[config.mk]
export PLATFORM = sky130hd
export DESIGN_NAME = dual_timer
export DESIGN_NICKNAME = d
export VERILOG_FILES = /design/src/timer_pkg.sv /design/src/dual_timer.sv
export SDC_FILE = /design/constraint.sdc
export NUM_CORES = 1
export LEC_CHECK = 0
export ABC_AREA = 0
export ABC_CLOCK_PERIOD_IN_PS = 3380
export CAP_MARGIN = 25
export CELL_PAD_IN_SITES_DETAIL_PLACEMENT = 1
export CELL_PAD_IN_SITES_GLOBAL_PLACEMENT = 2
export CORE_ASPECT_RATIO = 0.6
export CORE_UTILIZATION = 40
export DETAILED_ROUTE_END_ITERATION = 10
export DONT_BUFFER_PORTS = 1
export PLACE_DENSITY = 0.9
export SYNTH_ARGS = -nofsm -noshare
export SYNTH_HDL_FRONTEND = slang
export SYNTH_SLANG_ARGS = --single-unit
export TNS_END_PERCENT = 10
[constraint.sdc]
create_clock -name CLOCK -period 3.38 [get_ports CLOCK]
set_input_delay 0.676 -clock CLOCK [delete_from_list [all_inputs] [get_ports CLOCK]]
set_output_delay 0.676 -clock CLOCK [all_outputs]
set_load 0.005 [all_outputs]
[src/timer_pkg.sv]
// Purpose: constants and carrier types for the dual counter/timer block
// Assumes: 8-bit register port, one clock, offsets below are block-local
// Notes: field positions follow the control, mode and clock registers
package timer_pkg;

   // register offsets on the plain register port
   localparam logic [3:0] ADDR_T0_LOW = 4'h0;
   localparam logic [3:0] ADDR_T0_HIGH = 4'h1;
   localparam logic [3:0] ADDR_T1_LOW = 4'h2;
   localparam logic [3:0] ADDR_T1_HIGH = 4'h3;
   localparam logic [3:0] ADDR_CONTROL = 4'h4;
   localparam logic [3:0] ADDR_MODE = 4'h5;
   localparam logic [3:0] ADDR_CLOCK = 4'h6;
   localparam logic [3:0] ADDR_IRQ_CFG = 4'h7;
   localparam logic [3:0] ADDR_IRQ_EN = 4'h8;

   // timer_control_reg fields
   localparam int CTRL_OVF1 = 7;
   localparam int CTRL_RUN1 = 6;
   localparam int CTRL_OVF0 = 5;
   localparam int CTRL_RUN0 = 4;

   // timer_mode_reg fields
   localparam int MODE_TIMER1_GATE_SELECT = 7;
   localparam int MODE_CNT1 = 6;
   localparam int MODE_SEL1_HI = 5;
   localparam int MODE_SEL1_LO = 4;
   localparam int MODE_TIMER0_GATE_SELECT = 3;
   localparam int MODE_CNT0 = 2;
   localparam int MODE_SEL0_HI = 1;
   localparam int MODE_SEL0_LO = 0;

   // clock_control_reg fields
   localparam int CLK_SYS1 = 3;
   localparam int CLK_SYS0 = 2;
   localparam int CLK_SCALE_HI = 1;
   localparam int CLK_SCALE_LO = 0;

   // ext_irq_config_reg and interrupt_enable_reg fields
   localparam int CFG_POL0 = 0;
   localparam int CFG_POL1 = 1;
   localparam int IRQEN_T0 = 1;
   localparam int IRQEN_T1 = 3;

   // prescaler settings and terminal counts
   localparam logic [1:0] SCALE_DIV12 = 2'h0;
   localparam logic [1:0] SCALE_EXT8 = 2'h3;
   localparam logic [3:0] PRE12_LAST = 4'hB;
   localparam logic [1:0] PRE4_LAST = 2'h3;
   localparam logic [2:0] EXT8_LAST = 3'h7;

   typedef enum logic [1:0] {
      MODE_13BIT = 2'b00,
      MODE_16BIT = 2'b01,
      MODE_RELOAD = 2'b10,
      MODE_SPLIT = 2'b11
   } tmode_t;

   typedef struct packed {
      logic [3:0] addr;
      logic [7:0] wdata;
      logic wr;
      logic rd;
   } bus_req_t;

   typedef struct packed {
      logic [1:0] count_pin;
      logic [1:0] irq_pin;
      logic ext_clk;
   } pins_t;

   typedef struct packed {
      logic [1:0][7:0] low;
      logic [1:0][7:0] high;
      logic [1:0] run;
      logic [1:0] ovf;
      logic [7:0] mode;
      logic [3:0] clk;
      logic [1:0] pol;
      logic [1:0] irq_en;
      logic [1:0] cp1;
      logic [1:0] cp2;
      logic [1:0] cp3;
      logic [1:0] ir1;
      logic [1:0] ir2;
      logic ec1;
      logic ec2;
      logic ec3;
      logic [3:0] pre12;
      logic [1:0] pre4;
      logic [2:0] ext8;
      logic [1:0] irq;
      logic timer1_wrap;
      logic [7:0] rdata;
   } state_t;

   localparam state_t STATE_RESET = '0;

endpackage : timer_pkg
[src/dual_timer.sv]
// Purpose: two counter/timers with 13-bit, 16-bit, reload and split modes
// Assumes: pins synchronous-sampled here; register port reads answer next cycle
// Notes: Notes on behaviour list below
//
// Our own choices: the strobed register port and the address map.
`timescale 1ns/1ns

module dual_timer (
   // clock and reset
   input wire logic CLOCK,
   input wire logic RST,
   // register port
   input wire timer_pkg::bus_req_t BUS,
   output logic [7:0] READ_DATA,
   // pins and interrupt acknowledge
   input wire timer_pkg::pins_t PINS,
   input wire logic [1:0] IRQ_ACK,
   // interrupt and overflow outputs
   output logic TIMER0_IRQ,
   output logic TIMER1_IRQ,
   output logic TIMER1_OVERFLOW
);
   import timer_pkg::*;

   state_t st_reg;
   state_t st_next;
   tmode_t mode0;
   tmode_t mode1;
   logic [1:0] fall;
   logic [1:0] gate_ok;
   logic ext_tick;
   logic pre_tick;
   logic split;
   logic go0;
   logic go0_high;
   logic go1;
   logic high0_wrap;
   logic timer1_evt;
   logic [16:0] step0;
   logic [16:0] step1;
   logic [1:0] set_flag;

   // one count step: {overflow, high, low}
   function automatic logic [16:0] step_count(input tmode_t m, input logic [7:0] lo,
                                              input logic [7:0] hi);
      logic [12:0] c13;
      logic [16:0] c16;
      logic [8:0] c8;
      c13 = {hi, lo[4:0]} + 13'h0001;
      c16 = {1'b0, hi, lo} + 17'h0_0001;
      c8 = {1'b0, lo} + 9'h001;
      step_count = {1'b0, hi, lo};
      unique case (m)
         MODE_13BIT: step_count = {&{hi, lo[4:0]}, c13[12:5], lo[7:5], c13[4:0]};
         MODE_16BIT: step_count = c16;
         MODE_RELOAD: step_count = {c8[8], hi, (c8[8] ? hi : c8[7:0])};
         MODE_SPLIT: step_count = {c8[8], hi, c8[7:0]};
      endcase
   endfunction : step_count

   // clock source for one timer
   function automatic logic source_tick(input logic cnt_sel, input logic sys_sel,
                                        input logic pin_fall, input logic pre);
      source_tick = cnt_sel ? pin_fall : (sys_sel | pre);
   endfunction : source_tick

   // synchronised edges and gates
   assign fall = st_reg.cp3 & ~st_reg.cp2;
   assign gate_ok[0] = ~st_reg.mode[MODE_TIMER0_GATE_SELECT] | (st_reg.ir2[0] == st_reg.pol[0]);
   assign gate_ok[1] = ~st_reg.mode[MODE_TIMER1_GATE_SELECT] | (st_reg.ir2[1] == st_reg.pol[1]);
   assign ext_tick = st_reg.ec2 & ~st_reg.ec3 & (st_reg.ext8 == EXT8_LAST);

   // prescaled clock select
   always_comb begin
      if (st_reg.clk[CLK_SCALE_HI:CLK_SCALE_LO] == SCALE_DIV12) begin
         pre_tick = (st_reg.pre12 == PRE12_LAST);
      end else if (st_reg.clk[CLK_SCALE_HI:CLK_SCALE_LO] == SCALE_EXT8) begin
         pre_tick = ext_tick;
      end else begin
         pre_tick = (st_reg.pre4 == PRE4_LAST);
      end
   end

   // mode decode and count enables
   assign mode0 = tmode_t'(st_reg.mode[MODE_SEL0_HI:MODE_SEL0_LO]);
   assign mode1 = tmode_t'(st_reg.mode[MODE_SEL1_HI:MODE_SEL1_LO]);
   assign split = (mode0 == MODE_SPLIT);
   assign go0 = st_reg.run[0] & gate_ok[0]
      & source_tick(st_reg.mode[MODE_CNT0], st_reg.clk[CLK_SYS0], fall[0], pre_tick);
   assign go0_high = split & st_reg.run[1] & (st_reg.clk[CLK_SYS0] | pre_tick);
   assign high0_wrap = go0_high & (st_reg.high[0] == 8'hFF);
   assign go1 = (mode1 != MODE_SPLIT)
      & (split | (st_reg.run[1] & gate_ok[1]))
      & source_tick(~split & st_reg.mode[MODE_CNT1], st_reg.clk[CLK_SYS1], fall[1],
                    pre_tick);
   assign step0 = step_count(mode0, st_reg.low[0], st_reg.high[0]);
   assign step1 = step_count(mode1, st_reg.low[1], st_reg.high[1]);
   assign timer1_evt = go1 & step1[16];
   assign set_flag[0] = go0 & step0[16];
   assign set_flag[1] = split ? high0_wrap : timer1_evt;

   // next state
   always_comb begin
      st_next = st_reg;
      // input synchronisers and edge history
      st_next.cp1 = PINS.count_pin;
      st_next.cp2 = st_reg.cp1;
      st_next.cp3 = st_reg.cp2;
      st_next.ir1 = PINS.irq_pin;
      st_next.ir2 = st_reg.ir1;
      st_next.ec1 = PINS.ext_clk;
      st_next.ec2 = st_reg.ec1;
      st_next.ec3 = st_reg.ec2;
      // prescalers
      st_next.pre12 = (st_reg.pre12 == PRE12_LAST) ? 4'h0 : st_reg.pre12 + 4'h1;
      st_next.pre4 = st_reg.pre4 + 2'h1;
      if (st_reg.ec2 & ~st_reg.ec3) begin
         st_next.ext8 = st_reg.ext8 + 3'h1;
      end
      // counting
      if (go0) begin
         st_next.low[0] = step0[7:0];
         if (!split) begin
            st_next.high[0] = step0[15:8];
         end
      end
      if (go0_high) begin
         st_next.high[0] = st_reg.high[0] + 8'h01;
      end
      if (go1) begin
         st_next.low[1] = step1[7:0];
         st_next.high[1] = step1[15:8];
      end
      // flags: hardware set wins over any clear
      for (int i = 0; i < 2; i++) begin
         st_next.ovf[i] = set_flag[i] | (st_reg.ovf[i] & ~IRQ_ACK[i]);
      end
      // register writes; count writes win over counting
      if (BUS.wr) begin
         unique case (BUS.addr)
            ADDR_T0_LOW: st_next.low[0] = BUS.wdata;
            ADDR_T0_HIGH: st_next.high[0] = BUS.wdata;
            ADDR_T1_LOW: st_next.low[1] = BUS.wdata;
            ADDR_T1_HIGH: st_next.high[1] = BUS.wdata;
            ADDR_CONTROL: begin
               st_next.run[0] = BUS.wdata[CTRL_RUN0];
               st_next.run[1] = BUS.wdata[CTRL_RUN1];
               st_next.ovf[0] = set_flag[0] | BUS.wdata[CTRL_OVF0];
               st_next.ovf[1] = set_flag[1] | BUS.wdata[CTRL_OVF1];
            end
            ADDR_MODE: st_next.mode = BUS.wdata;
            ADDR_CLOCK: st_next.clk = BUS.wdata[3:0];
            ADDR_IRQ_CFG: st_next.pol = {BUS.wdata[CFG_POL1], BUS.wdata[CFG_POL0]};
            ADDR_IRQ_EN: st_next.irq_en = {BUS.wdata[IRQEN_T1], BUS.wdata[IRQEN_T0]};
            default: st_next.mode = st_reg.mode;
         endcase
      end
      // read data stands one cycle only
      st_next.rdata = 8'h00;
      if (BUS.rd) begin
         unique case (BUS.addr)
            ADDR_T0_LOW: st_next.rdata = st_reg.low[0];
            ADDR_T0_HIGH: st_next.rdata = st_reg.high[0];
            ADDR_T1_LOW: st_next.rdata = st_reg.low[1];
            ADDR_T1_HIGH: st_next.rdata = st_reg.high[1];
            ADDR_CONTROL: begin
               st_next.rdata[CTRL_OVF1] = st_reg.ovf[1];
               st_next.rdata[CTRL_RUN1] = st_reg.run[1];
               st_next.rdata[CTRL_OVF0] = st_reg.ovf[0];
               st_next.rdata[CTRL_RUN0] = st_reg.run[0];
            end
            ADDR_MODE: st_next.rdata = st_reg.mode;
            ADDR_CLOCK: st_next.rdata = {4'h0, st_reg.clk};
            ADDR_IRQ_CFG: begin
               st_next.rdata[CFG_POL0] = st_reg.pol[0];
               st_next.rdata[CFG_POL1] = st_reg.pol[1];
            end
            ADDR_IRQ_EN: begin
               st_next.rdata[IRQEN_T0] = st_reg.irq_en[0];
               st_next.rdata[IRQEN_T1] = st_reg.irq_en[1];
            end
            default: st_next.rdata = 8'h00;
         endcase
      end
      // outputs aligned with the flag registers
      st_next.irq = st_next.ovf & st_next.irq_en;
      st_next.timer1_wrap = timer1_evt;
   end

   // state register
   always_ff @(posedge CLOCK or posedge RST) begin
      if (RST) begin
         st_reg <= STATE_RESET;
      end else begin
         st_reg <= st_next;
      end
   end

   // outputs straight from flip-flops
   assign READ_DATA = st_reg.rdata;
   assign TIMER0_IRQ = st_reg.irq[0];
   assign TIMER1_IRQ = st_reg.irq[1];
   assign TIMER1_OVERFLOW = st_reg.timer1_wrap;

   // held timer keeps its count
   property p_hold;
      @(posedge CLOCK) disable iff (RST)
      !st_reg.run[0] && !BUS.wr |=> st_reg.low[0] == $past(st_reg.low[0]);
   endproperty
   a_hold: assert property (p_hold) else $error("timer 0 moved while held");

   // enabling does not touch the count
   property p_run_keep;
      @(posedge CLOCK) disable iff (RST)
      $rose(st_reg.run[0]) && !$past(BUS.wr, 2)
      |-> st_reg.high[0] == $past(st_reg.high[0]);
   endproperty
   a_run_keep: assert property (p_run_keep) else $error("run changed count");

   // 13-bit wrap
   property p_wrap13;
      @(posedge CLOCK) disable iff (RST)
      go0 && mode0 == MODE_13BIT && st_reg.high[0] == 8'hFF && st_reg.low[0][4:0] == 5'h1F
      && !BUS.wr |=> st_reg.ovf[0] && st_reg.high[0] == 8'h00 && st_reg.low[0][4:0] == 5'h00;
   endproperty
   a_wrap13: assert property (p_wrap13) else $error("13-bit wrap wrong");

   // 16-bit wrap
   property p_wrap16;
      @(posedge CLOCK) disable iff (RST)
      go0 && mode0 == MODE_16BIT && {st_reg.high[0], st_reg.low[0]} == 16'hFFFF && !BUS.wr
      |=> st_reg.ovf[0] && {st_reg.high[0], st_reg.low[0]} == 16'h0000;
   endproperty
   a_wrap16: assert property (p_wrap16) else $error("16-bit wrap wrong");

   // reload from high byte
   property p_reload;
      @(posedge CLOCK) disable iff (RST)
      go0 && mode0 == MODE_RELOAD && st_reg.low[0] == 8'hFF && !BUS.wr
      |=> st_reg.ovf[0] && st_reg.low[0] == $past(st_reg.high[0])
      && st_reg.high[0] == $past(st_reg.high[0]);
   endproperty
   a_reload: assert property (p_reload) else $error("reload wrong");

   // split high byte drives timer 1 flag and irq
   property p_split_flag;
      @(posedge CLOCK) disable iff (RST)
      high0_wrap && st_reg.irq_en[1] |=> st_reg.ovf[1] && TIMER1_IRQ;
   endproperty
   a_split_flag: assert property (p_split_flag) else $error("split flag missing");

   // timer 1 overflow in split mode leaves its flag alone
   property p_split_quiet;
      @(posedge CLOCK) disable iff (RST)
      split && timer1_evt && !high0_wrap && !st_reg.ovf[1] && !BUS.wr
      |=> !st_reg.ovf[1] && TIMER1_OVERFLOW;
   endproperty
   a_split_quiet: assert property (p_split_quiet) else $error("timer 1 set flag in split");

   // interrupt output follows flag and enable
   property p_irq;
      @(posedge CLOCK) disable iff (RST)
      TIMER0_IRQ == (st_reg.ovf[0] && st_reg.irq_en[0]);
   endproperty
   a_irq: assert property (p_irq) else $error("timer 0 irq mismatch");

   // acknowledge clears unless a new overflow arrives
   property p_ack;
      @(posedge CLOCK) disable iff (RST)
      IRQ_ACK[0] && !set_flag[0] && !BUS.wr |=> !st_reg.ovf[0];
   endproperty
   a_ack: assert property (p_ack) else $error("ack did not clear flag");

   // pin falling edge counts after synchronisation
   property p_pin;
      @(posedge CLOCK) disable iff (RST)
      fall[0] && st_reg.mode[MODE_CNT0] && st_reg.run[0] && gate_ok[0]
      && mode0 == MODE_16BIT && !BUS.wr
      |=> st_reg.low[0] == 8'($past(st_reg.low[0]) + 8'h01);
   endproperty
   a_pin: assert property (p_pin) else $error("pin edge not counted");

   // timer 1 held while stopped outside split
   property p_hold1;
      @(posedge CLOCK) disable iff (RST)
      !split && !st_reg.run[1] && !BUS.wr |=> st_reg.low[1] == $past(st_reg.low[1]);
   endproperty
   a_hold1: assert property (p_hold1) else $error("timer 1 moved while held");

   // closed gate holds timer 0 even with run set
   property p_gate;
      @(posedge CLOCK) disable iff (RST)
      st_reg.run[0] && !gate_ok[0] && !BUS.wr |=> st_reg.low[0] == $past(st_reg.low[0]);
   endproperty
   a_gate: assert property (p_gate) else $error("timer 0 counted with gate shut");

   // split high byte counts one per system or prescaler tick
   property p_split_high;
      @(posedge CLOCK) disable iff (RST)
      go0_high && !BUS.wr |=> st_reg.high[0] == 8'($past(st_reg.high[0]) + 8'h01);
   endproperty
   a_split_high: assert property (p_split_high) else $error("split high missed tick");

   // timer 1 set to mode 3 beside split timer 0 stays put
   property p_split_stop;
      @(posedge CLOCK) disable iff (RST)
      split && mode1 == MODE_SPLIT && !BUS.wr |=> st_reg.low[1] == $past(st_reg.low[1]);
   endproperty
   a_split_stop: assert property (p_split_stop) else $error("timer 1 ran in mode 3");

   // read data returns to zero without a read strobe
   property p_rdata_idle;
      @(posedge CLOCK) disable iff (RST)
      !BUS.rd |=> READ_DATA == 8'h00;
   endproperty
   a_rdata_idle: assert property (p_rdata_idle) else $error("read data stood too long");

   // flag stays set until acknowledged or written
   property p_flag_keep;
      @(posedge CLOCK) disable iff (RST)
      st_reg.ovf[1] && !IRQ_ACK[1] && !BUS.wr |=> st_reg.ovf[1];
   endproperty
   a_flag_keep: assert property (p_flag_keep) else $error("timer 1 flag dropped");

endmodule : dual_timer

* After elaboration in Yosys (flattened, before gate mapping)
Cells that the tools add are included.
Storage, ports and cells: register bits 85, bits in latches 0, bits in writable memories 0, memory bits (read-only) 0, input bits 23, output and inout port bits 11, logic and storage cells 131, memories 0
Operators by class: add/sub/neg operators 10, multiply operators 0, divide/modulo/power cells 0, $lt $le $gt $ge 0, equal/unequal tests 22, shift operators 0, mux-type cells 32, bitwise operators 33, reductions and logical operators 10
Operators with widths (count):
- $pmux W17 S4 | 2
- $mux W8 | 14
- $mux W52 | 1
- $add A16 B1 Y17 const B | 2
- $add A13 B1 Y13 const B | 2
- $reduce_and A13 Y1 | 2
- $pmux W4 S6 | 1
- $add A8 B1 Y9 const B | 2
- $eq A4 B3 Y1 const B | 4
- $and A1 B1 Y1 | 15
- $pmux W1 S7 | 2
- $eq A2 B2 Y1 const B | 6
- $mux W4 | 3
- $or A1 B1 Y1 | 9
- $add A8 B1 Y8 const B | 1
- $eq A4 B2 Y1 const B | 2
- $eq A4 B4 Y1 const B | 2
- $eq A8 B8 Y1 const B | 1
- $pmux W1 S8 | 1
- $reduce_and A2 Y1 | 4
- $logic_not A2 Y1 | 3
- $not A1 Y1 | 6
- $pmux W1 S6 | 1
- $mux W1 | 5
- 12 further kinds | 16

* Longest topological paths before layout
Gate-level depths: netlist of run 1.
depth in word-level cells 14, depth in mapped cells 9

* Worst setup path before layout of run 1
No wires, ideal clock.
path kind in2reg, start in BUS[10] (netlist name), end reg st_reg[35] (netlist name), arrival time 2074 ps, required time 3255 ps, setup slack 1181 ps, cell stages on the path 6, buffers on the path 3, cells stage by stage clkbuf_1 -> clkbuf_1 -> clkbuf_1 -> nand2_1 -> nor2_1 -> mux2_2
Between the ends: word-level cells in the longest chain between the ends 2
RTL lines:
- from (decl) | line dual_timer.sv:13 | input wire timer_pkg::bus_req_t BUS,
- $eq A4 B3 Y1 | line dual_timer.sv:140 | unique case (BUS.addr)
- $reduce_and A2 Y1 (no source line)
- to (signal assigned) | line dual_timer.sv:195 | st_reg <= st_next;
- to (decl) | line dual_timer.sv:25 | state_t st_reg;
No other way between the ends. A chain may end at the register's enable or synchronous reset.

==> run_results.csv, run 1 <==
group,metric,value,unit
run_status,outcome,"finished, final reports clean",
die,start_util,41.6,%
clocking,cts_buffers,9,
timing,setup_viol,0,
finish,largest_reg_flops,62,
synthesis,syn-cell-area,0.00478,mm^2
synthesis,synth.area.top_cells,"dfrtp_1 (44%), mux2_2 (5.4%), nand2_1 (3.9%)",
timing,rsz0062_at_grt,"no",
finish,fin_util,45.2,%
synthesis,synthCells,512,
drt,drt-initial-drc-count,366,
drt,dr.pass1.iters,5,
finish,fin_nets,532,
die,die_x,143,um
clocking,cts_tree,"built",
place,place_congestion,0.883,
job,cap_violations,0,
die,pin_count,34,
clocking,cts_root_buf,"clkbuf_16",
synthesis,yosys_warnings,0,
worst_setup_path,crit_type,"flop to flop",
synthesis,synth.largest_area_cell,"dfrtp_1",
worst_setup_path,required,3.65,ns
timing,clock_skew,0.00795,ns
synthesis,synth_ff_type,"dfrtp_1",
synthesis,synth_seq_cells,85,
timing,fmax,0.367,GHz
synthesis,synth-edff-count,0,
die,core,0.0115,mm^2
worst_hold_path,hp-class,"input port to asynchronous set/reset pin",
power,p_leak,2.07,nW
worst_setup_path,start_kind,"flop",
drt,num_vias,4165,
grt,grt_pass1_wl,24600,um
finish,drive_above_1_share,9.50,%
synthesis,netlist.area_leader.share,44.5,%
grt,grt_pass1_vias,4048,
timing,min_period_over_period,80.6,%
place,io_buffer_count,0,
power,peakVddDrop,255,uV
worst_setup_path,worst-endpoint-arrival,2.99,ns
clocking,postCtsSetupRepairBufs,0,
drt,wl,16000,um
timing,period_minus_slack,2.73,ns
drt,routedWlPerCell,24.1,um
worst_setup_path,critPathCaptureType,"flop",
clocking,insertion_delay,0.35,ns
synthesis,seq_area_frac_synth,44.5,%
place,dp_hpwl,11700,um
finish,multi_input_area,0.00247,mm^2
synthesis,synthDistinctLibCells,58,
finish,synthToLayoutAreaGrowth,8.53,%
die,row_count,30,
drt,vias_per_cell,6.26,
clocking,holdBufCountCts,0,
synthesis,syn-num-nets,544,
grt,overflow,0,
drt,ant_nets,0,
clocking,htreeDepth,3,
worst_setup_path,r2r_cells,8,
timing,slew_headroom,36.3,%
clocking,clk_pin_slew_worst_paths,0.07,ns
power,power.density,711,mW/mm^2
timing,tns,0,ns
grt,antenna_found_initial,0,
synthesis,postSynthAreaPerCell,9.34,um^2
grt,grt_max_degree,38,
grt,track_usage,27.3,%
timing,slew_viol_final,0,
finish,diodes,0,
finish,num-fill-cells,1317,
die,die_y,86.7,um
timing,final_hold_viol_count,0,
clocking,clock_sinks,85,
synthesis,async_flop_share,100,%
drt,drc_errors,0,
timing,tightest_slew,0.948,ns
worst_setup_path,crit_fanout,15,
clocking,clockBufferDepth,2,
die,fp.dieArea,0.0124,mm^2
clocking,cts_resized,0,
finish,ff_latch_area,0.00213,mm^2
through the flow:
stage | cell area, um^2 | instances | hold slack (ns) | setup slack, ns | total power [mW]
after floorplan | 4780 | 512 | 0.331 | 0.511 | 2.25
after global placement | 4890 | 649 | 0.334 | 0.789 | 2.55
after detailed placement | 4890 | 649 | 0.336 | 0.646 | 2.62
after CTS | 5190 | 665 | 0.312 | 0.633 | 3.67
after global routing | 5190 | 665 | 0.330 | 0.487 | 3.87
final | 5190 | 665 | 0.297 | 0.654 | 3.69
report_power, final:
group          switching [mW]  internal [mW]
Clock                   0.453          0.587
Sequential              0.465           1.26
Combinational           0.509          0.423
layout make-up:
class                           instances  share of cell area (%)
Timing Repair Buffer                    6                   0.868
Tap cell                              160                    3.86
Sequential cell                        85                    41.0
Inverter                               12                   0.892
Multi-Input combinational cell        386                    47.5
Clock inverter                          6                    1.45
Clock buffer                           10                    4.41
metal layers:
metal	share of wire, %	vias up	global-route usage [%]	routed length, um
met5	0	-	0	0
met1	49	2133	40.1	7770
met4	1.5	0	7.33	247
met3	8.7	24	8.67	1390
li1	-	1851	-	-
met2	41	157	38.1	6590
critical path, cell delays in order (launching register included):
cell	delay, ns
dfrtp_1	0.37
ha_1	0.15
ha_1	0.15
nand4b_1	0.12
a32oi_1	0.52
o21ai_2	0.31
o31a_1	0.45
or3_1	0.37
a31oi_1	0.19
cell usage in the layout, fill, tap and decap left out, types with 5 or more instances in the layout:
cell type	instances
clkbuf_16	9
a31oi_1	10
nand2b_1	6
nor2b_1	11
and3_1	7
a22oi_1	8
and2_1	6
nor2_1	44
nand3_1	21
ha_1	9
xor2_1	14
a21oi_1	33
o21ai_0	23
o21ai_1	9
o22ai_1	6
buf_4	6
inv_1	11
nand4_1	11
dfrtp_1	85
nand2_1	50
nor3_1	14
mux2i_1	14
and4_1	5
mux2_2	23
cell families (layout without fill, tap and decap cells):
kind of cell               after synthesis  in the layout  share of synthesized area [%]
buffers and inverters                   41             34                           3.92
muxes                                   37             37                           8.35
AOI/OAI and AO/OA                      127            127                           16.9
DFF                                     85             85                           44.5
adders and majority gates                9              9                           2.35
xor gates and xnor gates                17             17                           3.11
and+or+nand+nor                        196            196                           20.9
cells in the mapped netlist (3+ instances only):
master / count
nor2_1: 44
and2_1: 6
o21ai_0: 23
ha_1: 9
and4_1: 5
nand4b_1: 3
inv_1: 12
nand3_1: 21
buf_4: 8
o31ai_1: 4
xor2_1: 14
mux2_2: 23
a21oi_1: 33
nor3b_1: 3
a31oi_1: 10
a32oi_1: 3
or3_1: 4
xnor2_1: 3
and3_1: 7
a221oi_1: 3
nor2b_1: 11
nand2_1: 50
nor3_1: 14
dfrtp_1: 85
o22ai_1: 6
clkbuf_1: 16
o211ai_1: 3
mux2i_1: 14
nand3b_1: 4
buf_2: 3
nand4_1: 11
a22oi_1: 8
nand2b_1: 6
o21ai_1: 9
path summary, 6_finish.rpt:
path	slack, ns	start	end
max	0.65	st_reg[11]	st_reg[57]
min	0.30	RST	st_reg[15]
max reg2reg	0.65	st_reg[11]	st_reg[57]
min reg2reg	0.35	st_next[30]	st_next[28]
max in group asynchronous	2.27	RST	st_reg[73]
min in group CLOCK	0.35	PINS[4]	st_next[30]
Power figures use the tool's default switching activity.
==> run 2: changes to the inputs <==
--- a/config.mk
+++ b/config.mk
@@ -6,7 +6,7 @@
 export NUM_CORES = 1
 export LEC_CHECK = 0
 export ABC_AREA = 0
-export ABC_CLOCK_PERIOD_IN_PS = 3380
+export ABC_CLOCK_PERIOD_IN_PS = 2630
 export CAP_MARGIN = 25
 export CELL_PAD_IN_SITES_DETAIL_PLACEMENT = 1
 export CELL_PAD_IN_SITES_GLOBAL_PLACEMENT = 2
==> constraint.sdc (replaced) <==
create_clock -name CLOCK -period 2.63 [get_ports CLOCK]
set_input_delay 0.526 -clock CLOCK [delete_from_list [all_inputs] [get_ports CLOCK]]
set_output_delay 0.526 -clock CLOCK [all_outputs]
set_load 0.005 [all_outputs]
==> run 2 against run 1 <==
Clock power grew 23%; clock skew rose by 0.0044 ns; maximum frequency increased by 10%; critical path depth is the same; largest cell class unchanged; highest routed layer unchanged.
==> run_results.csv, run 2 (synthesis gave the netlist of run 1 again) <==
group,metric,value,unit
run_status,outcome,"finished, final reports clean",
grt,track_usage,27.2,%
finish,drive_above_1_share,11.1,%
worst_setup_path,start_kind,"flop",
worst_setup_path,worst-endpoint-arrival,2.77,ns
clocking,postCtsSetupRepairBufs,0,
power,power.density,895,mW/mm^2
drt,drt-initial-drc-count,365,
clocking,clockBufferDepth,2,
grt,grt_pass1_wl,24500,um
drt,wl,15800,um
drt,num_vias,4206,
grt,overflow,0,
finish,diodes,0,
timing,min_period_over_period,93.9,%
clocking,htreeDepth,3,
drt,routedWlPerCell,23.4,um
die,die_x,143,um
drt,ant_nets,0,
grt,antenna_found_initial,0,
power,total_power,4.71,mW
place,dp_hpwl,11600,um
die,core,0.0115,mm^2
timing,tightest_slew,0.589,ns
timing,rsz0062_at_grt,"no",
drt,drc_errors,0,
power,peakVddDrop,335,uV
die,start_util,41.6,%
clocking,clock_sinks,85,
worst_setup_path,critPathCaptureType,"flop",
clocking,insertion_delay,0.36,ns
place,io_buffer_count,0,
timing,tns,0,ns
worst_setup_path,crit_type,"flop to flop",
finish,synthToLayoutAreaGrowth,9.89,%
timing,slew_headroom,60.7,%
die,row_count,30,
finish,final_common_cell,"dfrtp_1",
die,die_y,86.7,um
clocking,holdBufCountCts,0,
clocking,cts_tree,"built",
timing,clock_skew,0.0123,ns
drt,dr.pass1.iters,5,
clocking,cts_root_buf,"clkbuf_16",
timing,final_hold_viol_count,0,
clocking,clk_pin_slew_worst_paths,0.07,ns
finish,fin_nets,541,
timing,slew_viol_final,0,
finish,largest_reg_flops,62,
grt,grt_max_degree,39,
place,place_area,0.00497,mm^2
timing,setup_viol,0,
worst_setup_path,required,2.92,ns
die,pin_count,34,
clocking,cts_resized,0,
finish,final_area,0.00526,mm^2
place,dpl.cell_count,658,
finish,fin_util,45.8,%
finish,layout.cells.non_filler,674,
finish,final_cell_mix,"dfrtp_1 (85), nand2_1 (50), nor2_1 (44)",
timing,period_minus_slack,2.47,ns
timing,fmax,0.405,GHz
place,place_congestion,0.876,
clocking,cts_buffers,9,
worst_hold_path,hp-class,"input port to asynchronous set/reset pin",
drt,vias_per_cell,6.24,
grt,grt_pass1_vias,4139,
worst_setup_path,crit_fanout,3,
power,p_leak,2.11,nW
die,fp.dieArea,0.0124,mm^2
job,cap_violations,0,
==> run 2: final timing paths <==
kind                                   from  depth (start not counted)          end  slack (ns)
worst max-delay path             st_reg[11]                          8   st_reg[84]        0.16
worst min-delay path                    RST                          1   st_reg[79]         0.1
worst max register to register   st_reg[11]                          8   st_reg[84]        0.16
worst min register to register  st_next[23]                          0   st_reg[23]        0.35
max in group asynchronous               RST                          2   st_reg[55]        1.85
min in group CLOCK                  PINS[0]                          0  st_next[21]        0.19
==> run 2: worst max-delay path, cell delays in order, from the launching register on <==
cell and delay, ns:
dfrtp_1 0.38, ha_1 0.18, ha_1 0.15, nand4b_1 0.14, a32o_1 0.33, a222oi_1 0.37, o21ai_1 0.20, or4_1 0.56
nand3_1 0.10
==> run 2: layout make-up <==
| class | instances | area (um^2) |
|---|---|---|
| fill | 1346 | 6230 |
| multi-input combinational | 386 | 2470 |
| sequential | 85 | 2130 |
| clock buffer | 10 | 229 |
| tap | 160 | 200 |
| timing repair buffer | 15 | 125 |
| clock inverter | 6 | 57.6 |
| inverter | 12 | 48.8 |
==> run 2: power by group <==
part / internal [mW] / switching, mW / total [mW]
Sequential: 1.61 / 0.545 / 2.16
Combinational: 0.574 / 0.696 / 1.27
Clock: 0.669 / 0.608 / 1.28
Total: 2.86 / 1.85 / 4.71
==> run 2: through the flow <==
stage                     worst slack [ns]  hold WS [ns]
final                                0.159        0.0981
after detailed placement             0.213         0.336
after global routing                0.0426         0.138
after CTS                            0.178         0.125
after floorplan                      0.537         0.331
after global placement               0.407         0.333
==> run 2: metal layers <==
layer	track usage (%)	up-vias	share of wire [%]
met2	38.3	197	42
met4	7.82	0	1.4
met3	5.75	27	8.5
li1	-	1870	-
met1	41.1	2112	49
met5	0	-	0
==> run 3: changes to the inputs <==
--- a/config.mk
+++ b/config.mk
@@ -11,6 +11,7 @@
 export CELL_PAD_IN_SITES_DETAIL_PLACEMENT = 1
 export CELL_PAD_IN_SITES_GLOBAL_PLACEMENT = 2
 export CORE_ASPECT_RATIO = 0.6
+export CORE_MARGIN = 10
 export CORE_UTILIZATION = 40
 export DETAILED_ROUTE_END_ITERATION = 10
 export DONT_BUFFER_PORTS = 1
==> run 3 against run 2 <==
Total power shrank 0.17%; first-iteration DRC count shrank 5.8%; via count shrank 0.52%; final area is essentially flat; sequential power is essentially flat; largest power group unchanged.
==> run_results.csv, run 3 (synthesis gave the netlist of run 1 again) <==
group,metric,value,unit
power,switching_share,37.8,%
finish,fin_nets,539,
power,switchingPower,1.77,mW
timing,rsz0062_at_grt,"no",
worst_setup_path,r2r_slack,0.29,ns
finish,largest_reg_flops,62,
finish,diodes,0,
worst_setup_path,critPathCaptureType,"flop",
drt,vias_per_cell,6.23,
timing,final_hold_viol_count,0,
worst_setup_path,worst-endpoint-arrival,2.62,ns
clocking,htreeDepth,3,
place,place_congestion,0.940,
clocking,cts_resized,0,
clocking,insertion_delay,0.35,ns
power,peakVddDrop,340,uV
timing,fmax,0.427,GHz
die,pin_count,34,
finish,final_common_cell,"dfrtp_1",
finish,synthToLayoutAreaGrowth,9.86,%
grt,track_usage,18.3,%
clocking,cts_buffers,9,
timing,clock_skew,0.00809,ns
timing,min_period_over_period,89.0,%
die,core,0.0115,mm^2
drt,drt-initial-drc-count,344,
grt,grt_pass1_wl,24300,um
die,row_count,30,
drt,wl,15500,um
drt,drc_errors,0,
power,pwr-share-seq,46.1,%
power,internal-power,2.92,mW
finish,final_area,0.00525,mm^2
drt,routedWlPerCell,23.1,um
worst_hold_path,hp-class,"input port to asynchronous set/reset pin",
clocking,clock_sinks,85,
run_status,outcome,"finished, final reports clean",
worst_setup_path,reg2reg_to,"TIMER1_IRQ",
timing,period_minus_slack,2.34,ns
worst_setup_path,required,2.91,ns
finish,layout.cells.non_filler,672,
place,io_buffer_count,0,
drt,num_vias,4184,
place,dpl.cell_count,656,
drt,ant_nets,0,
die,die_y,105,um
timing,setup_viol,0,
finish,drive_above_1_share,10.7,%
timing,tns,0,ns
power,power.density,894,mW/mm^2
place,dp_hpwl,11500,um
worst_setup_path,start_kind,"flop",
drt,dr.pass1.iters,5,
clocking,holdBufCountCts,0,
clocking,postCtsSetupRepairBufs,0,
power,p_clk_share,27.8,%
clocking,clockBufferDepth,2,
grt,grt_pass1_vias,4033,
timing,slew_headroom,50.0,%
grt,antenna_found_initial,0,
power,p_leak,2.10,nW
place,place_area,0.00495,mm^2
finish,fin_util,45.7,%
clocking,cts_tree,"built",
die,start_util,41.6,%
die,die_x,161,um
grt,grt_max_degree,37,
finish,final_cell_mix,"dfrtp_1 (85), nand2_1 (50), nor2_1 (44)",
grt,overflow,0,
worst_setup_path,r2r-start,"st_reg[11]",
worst_setup_path,crit_type,"flop to flop",
job,cap_violations,0,
timing,slew_viol_final,0,
worst_setup_path,crit_fanout,20,
clocking,clk_pin_slew_worst_paths,0.06,ns
power,p_comb_share,26.1,%
worst_setup_path,r2r_cells,9,
die,fp.dieArea,0.0169,mm^2
clocking,cts_root_buf,"clkbuf_16",
timing,tightest_slew,0.748,ns
-- run 3: cell types whose count changed in the layout (fill, tap and decap cells not counted) --
cell	before	now
inv_6	4	1
buf_4	14	12
bufinv_16	0	1
clkinv_2	0	1
clkinv_4	0	1
clkinvlp_4	1	2
inv_8	2	1
-- run 3: routing by layer --
layer | track usage, % | up-vias | share of wire [%]
met3 | 6.07 | 16 | 9.3
met4 | 3.62 | 0 | 0.91
li1 | - | 1873 | -
met5 | 0 | - | 0
met2 | 24.1 | 182 | 40
met1 | 27.7 | 2113 | 50
-- run 3: cell type report --
type	count	area (um^2)
Fill cell	1339	6230
Inverter	12	48.8
Timing Repair Buffer	13	110
Multi-Input combinational cell	386	2470
Tap cell	160	200
Sequential cell	85	2130
Clock buffer	10	229
Clock inverter	6	71.3
-- run 3: per-stage QoR --
stage                     hold WS, ns  setup slack (ns)  power (mW)
after global placement          0.333             0.330        3.29
final                           0.172             0.288        4.70
after detailed placement        0.337             0.304        3.36
after global routing            0.190             0.104        4.97
after floorplan                 0.331             0.537        2.89
after CTS                       0.197             0.289        4.68
-- run 3: worst max-delay path, cell delays in order (launching register included) --
cell	delay, ns
dfrtp_1	0.36
ha_1	0.15
ha_1	0.13
nand4b_1	0.12
a32o_1	0.29
a222oi_1	0.35
buf_4	0.32
nand3_1	0.16
o311ai_1	0.17
and2_1	0.21
-- run 3: how the worst max path moves through the flow --
stage	start	cells after the start	slack, ns	to
5_1_grt	st_reg[11]	8	0.10	st_reg[55]
4_1_cts	st_reg[11]	9	0.29	st_reg[66]
6_report	st_reg[11]	9	0.29	TIMER1_IRQ
3_5_place_dp	st_reg[11]	9	0.30	st_reg[66]
3_3_place_gp	st_reg[11]	9	0.33	TIMER1_IRQ
2_1_floorplan	st_reg[11]	8	0.54	st_reg[57]
-- run 3: power groups by stage --
stage / logic, mW / clock network, mW / registers (mW)
3_3_place_gp: 1.15 / 0 / 2.15
4_1_cts: 1.21 / 1.33 / 2.14
5_1_grt: 1.37 / 1.39 / 2.21
2_1_floorplan: 0.970 / 0 / 1.92
3_5_place_dp: 1.20 / 0 / 2.16
6_report: 1.22 / 1.31 / 2.17
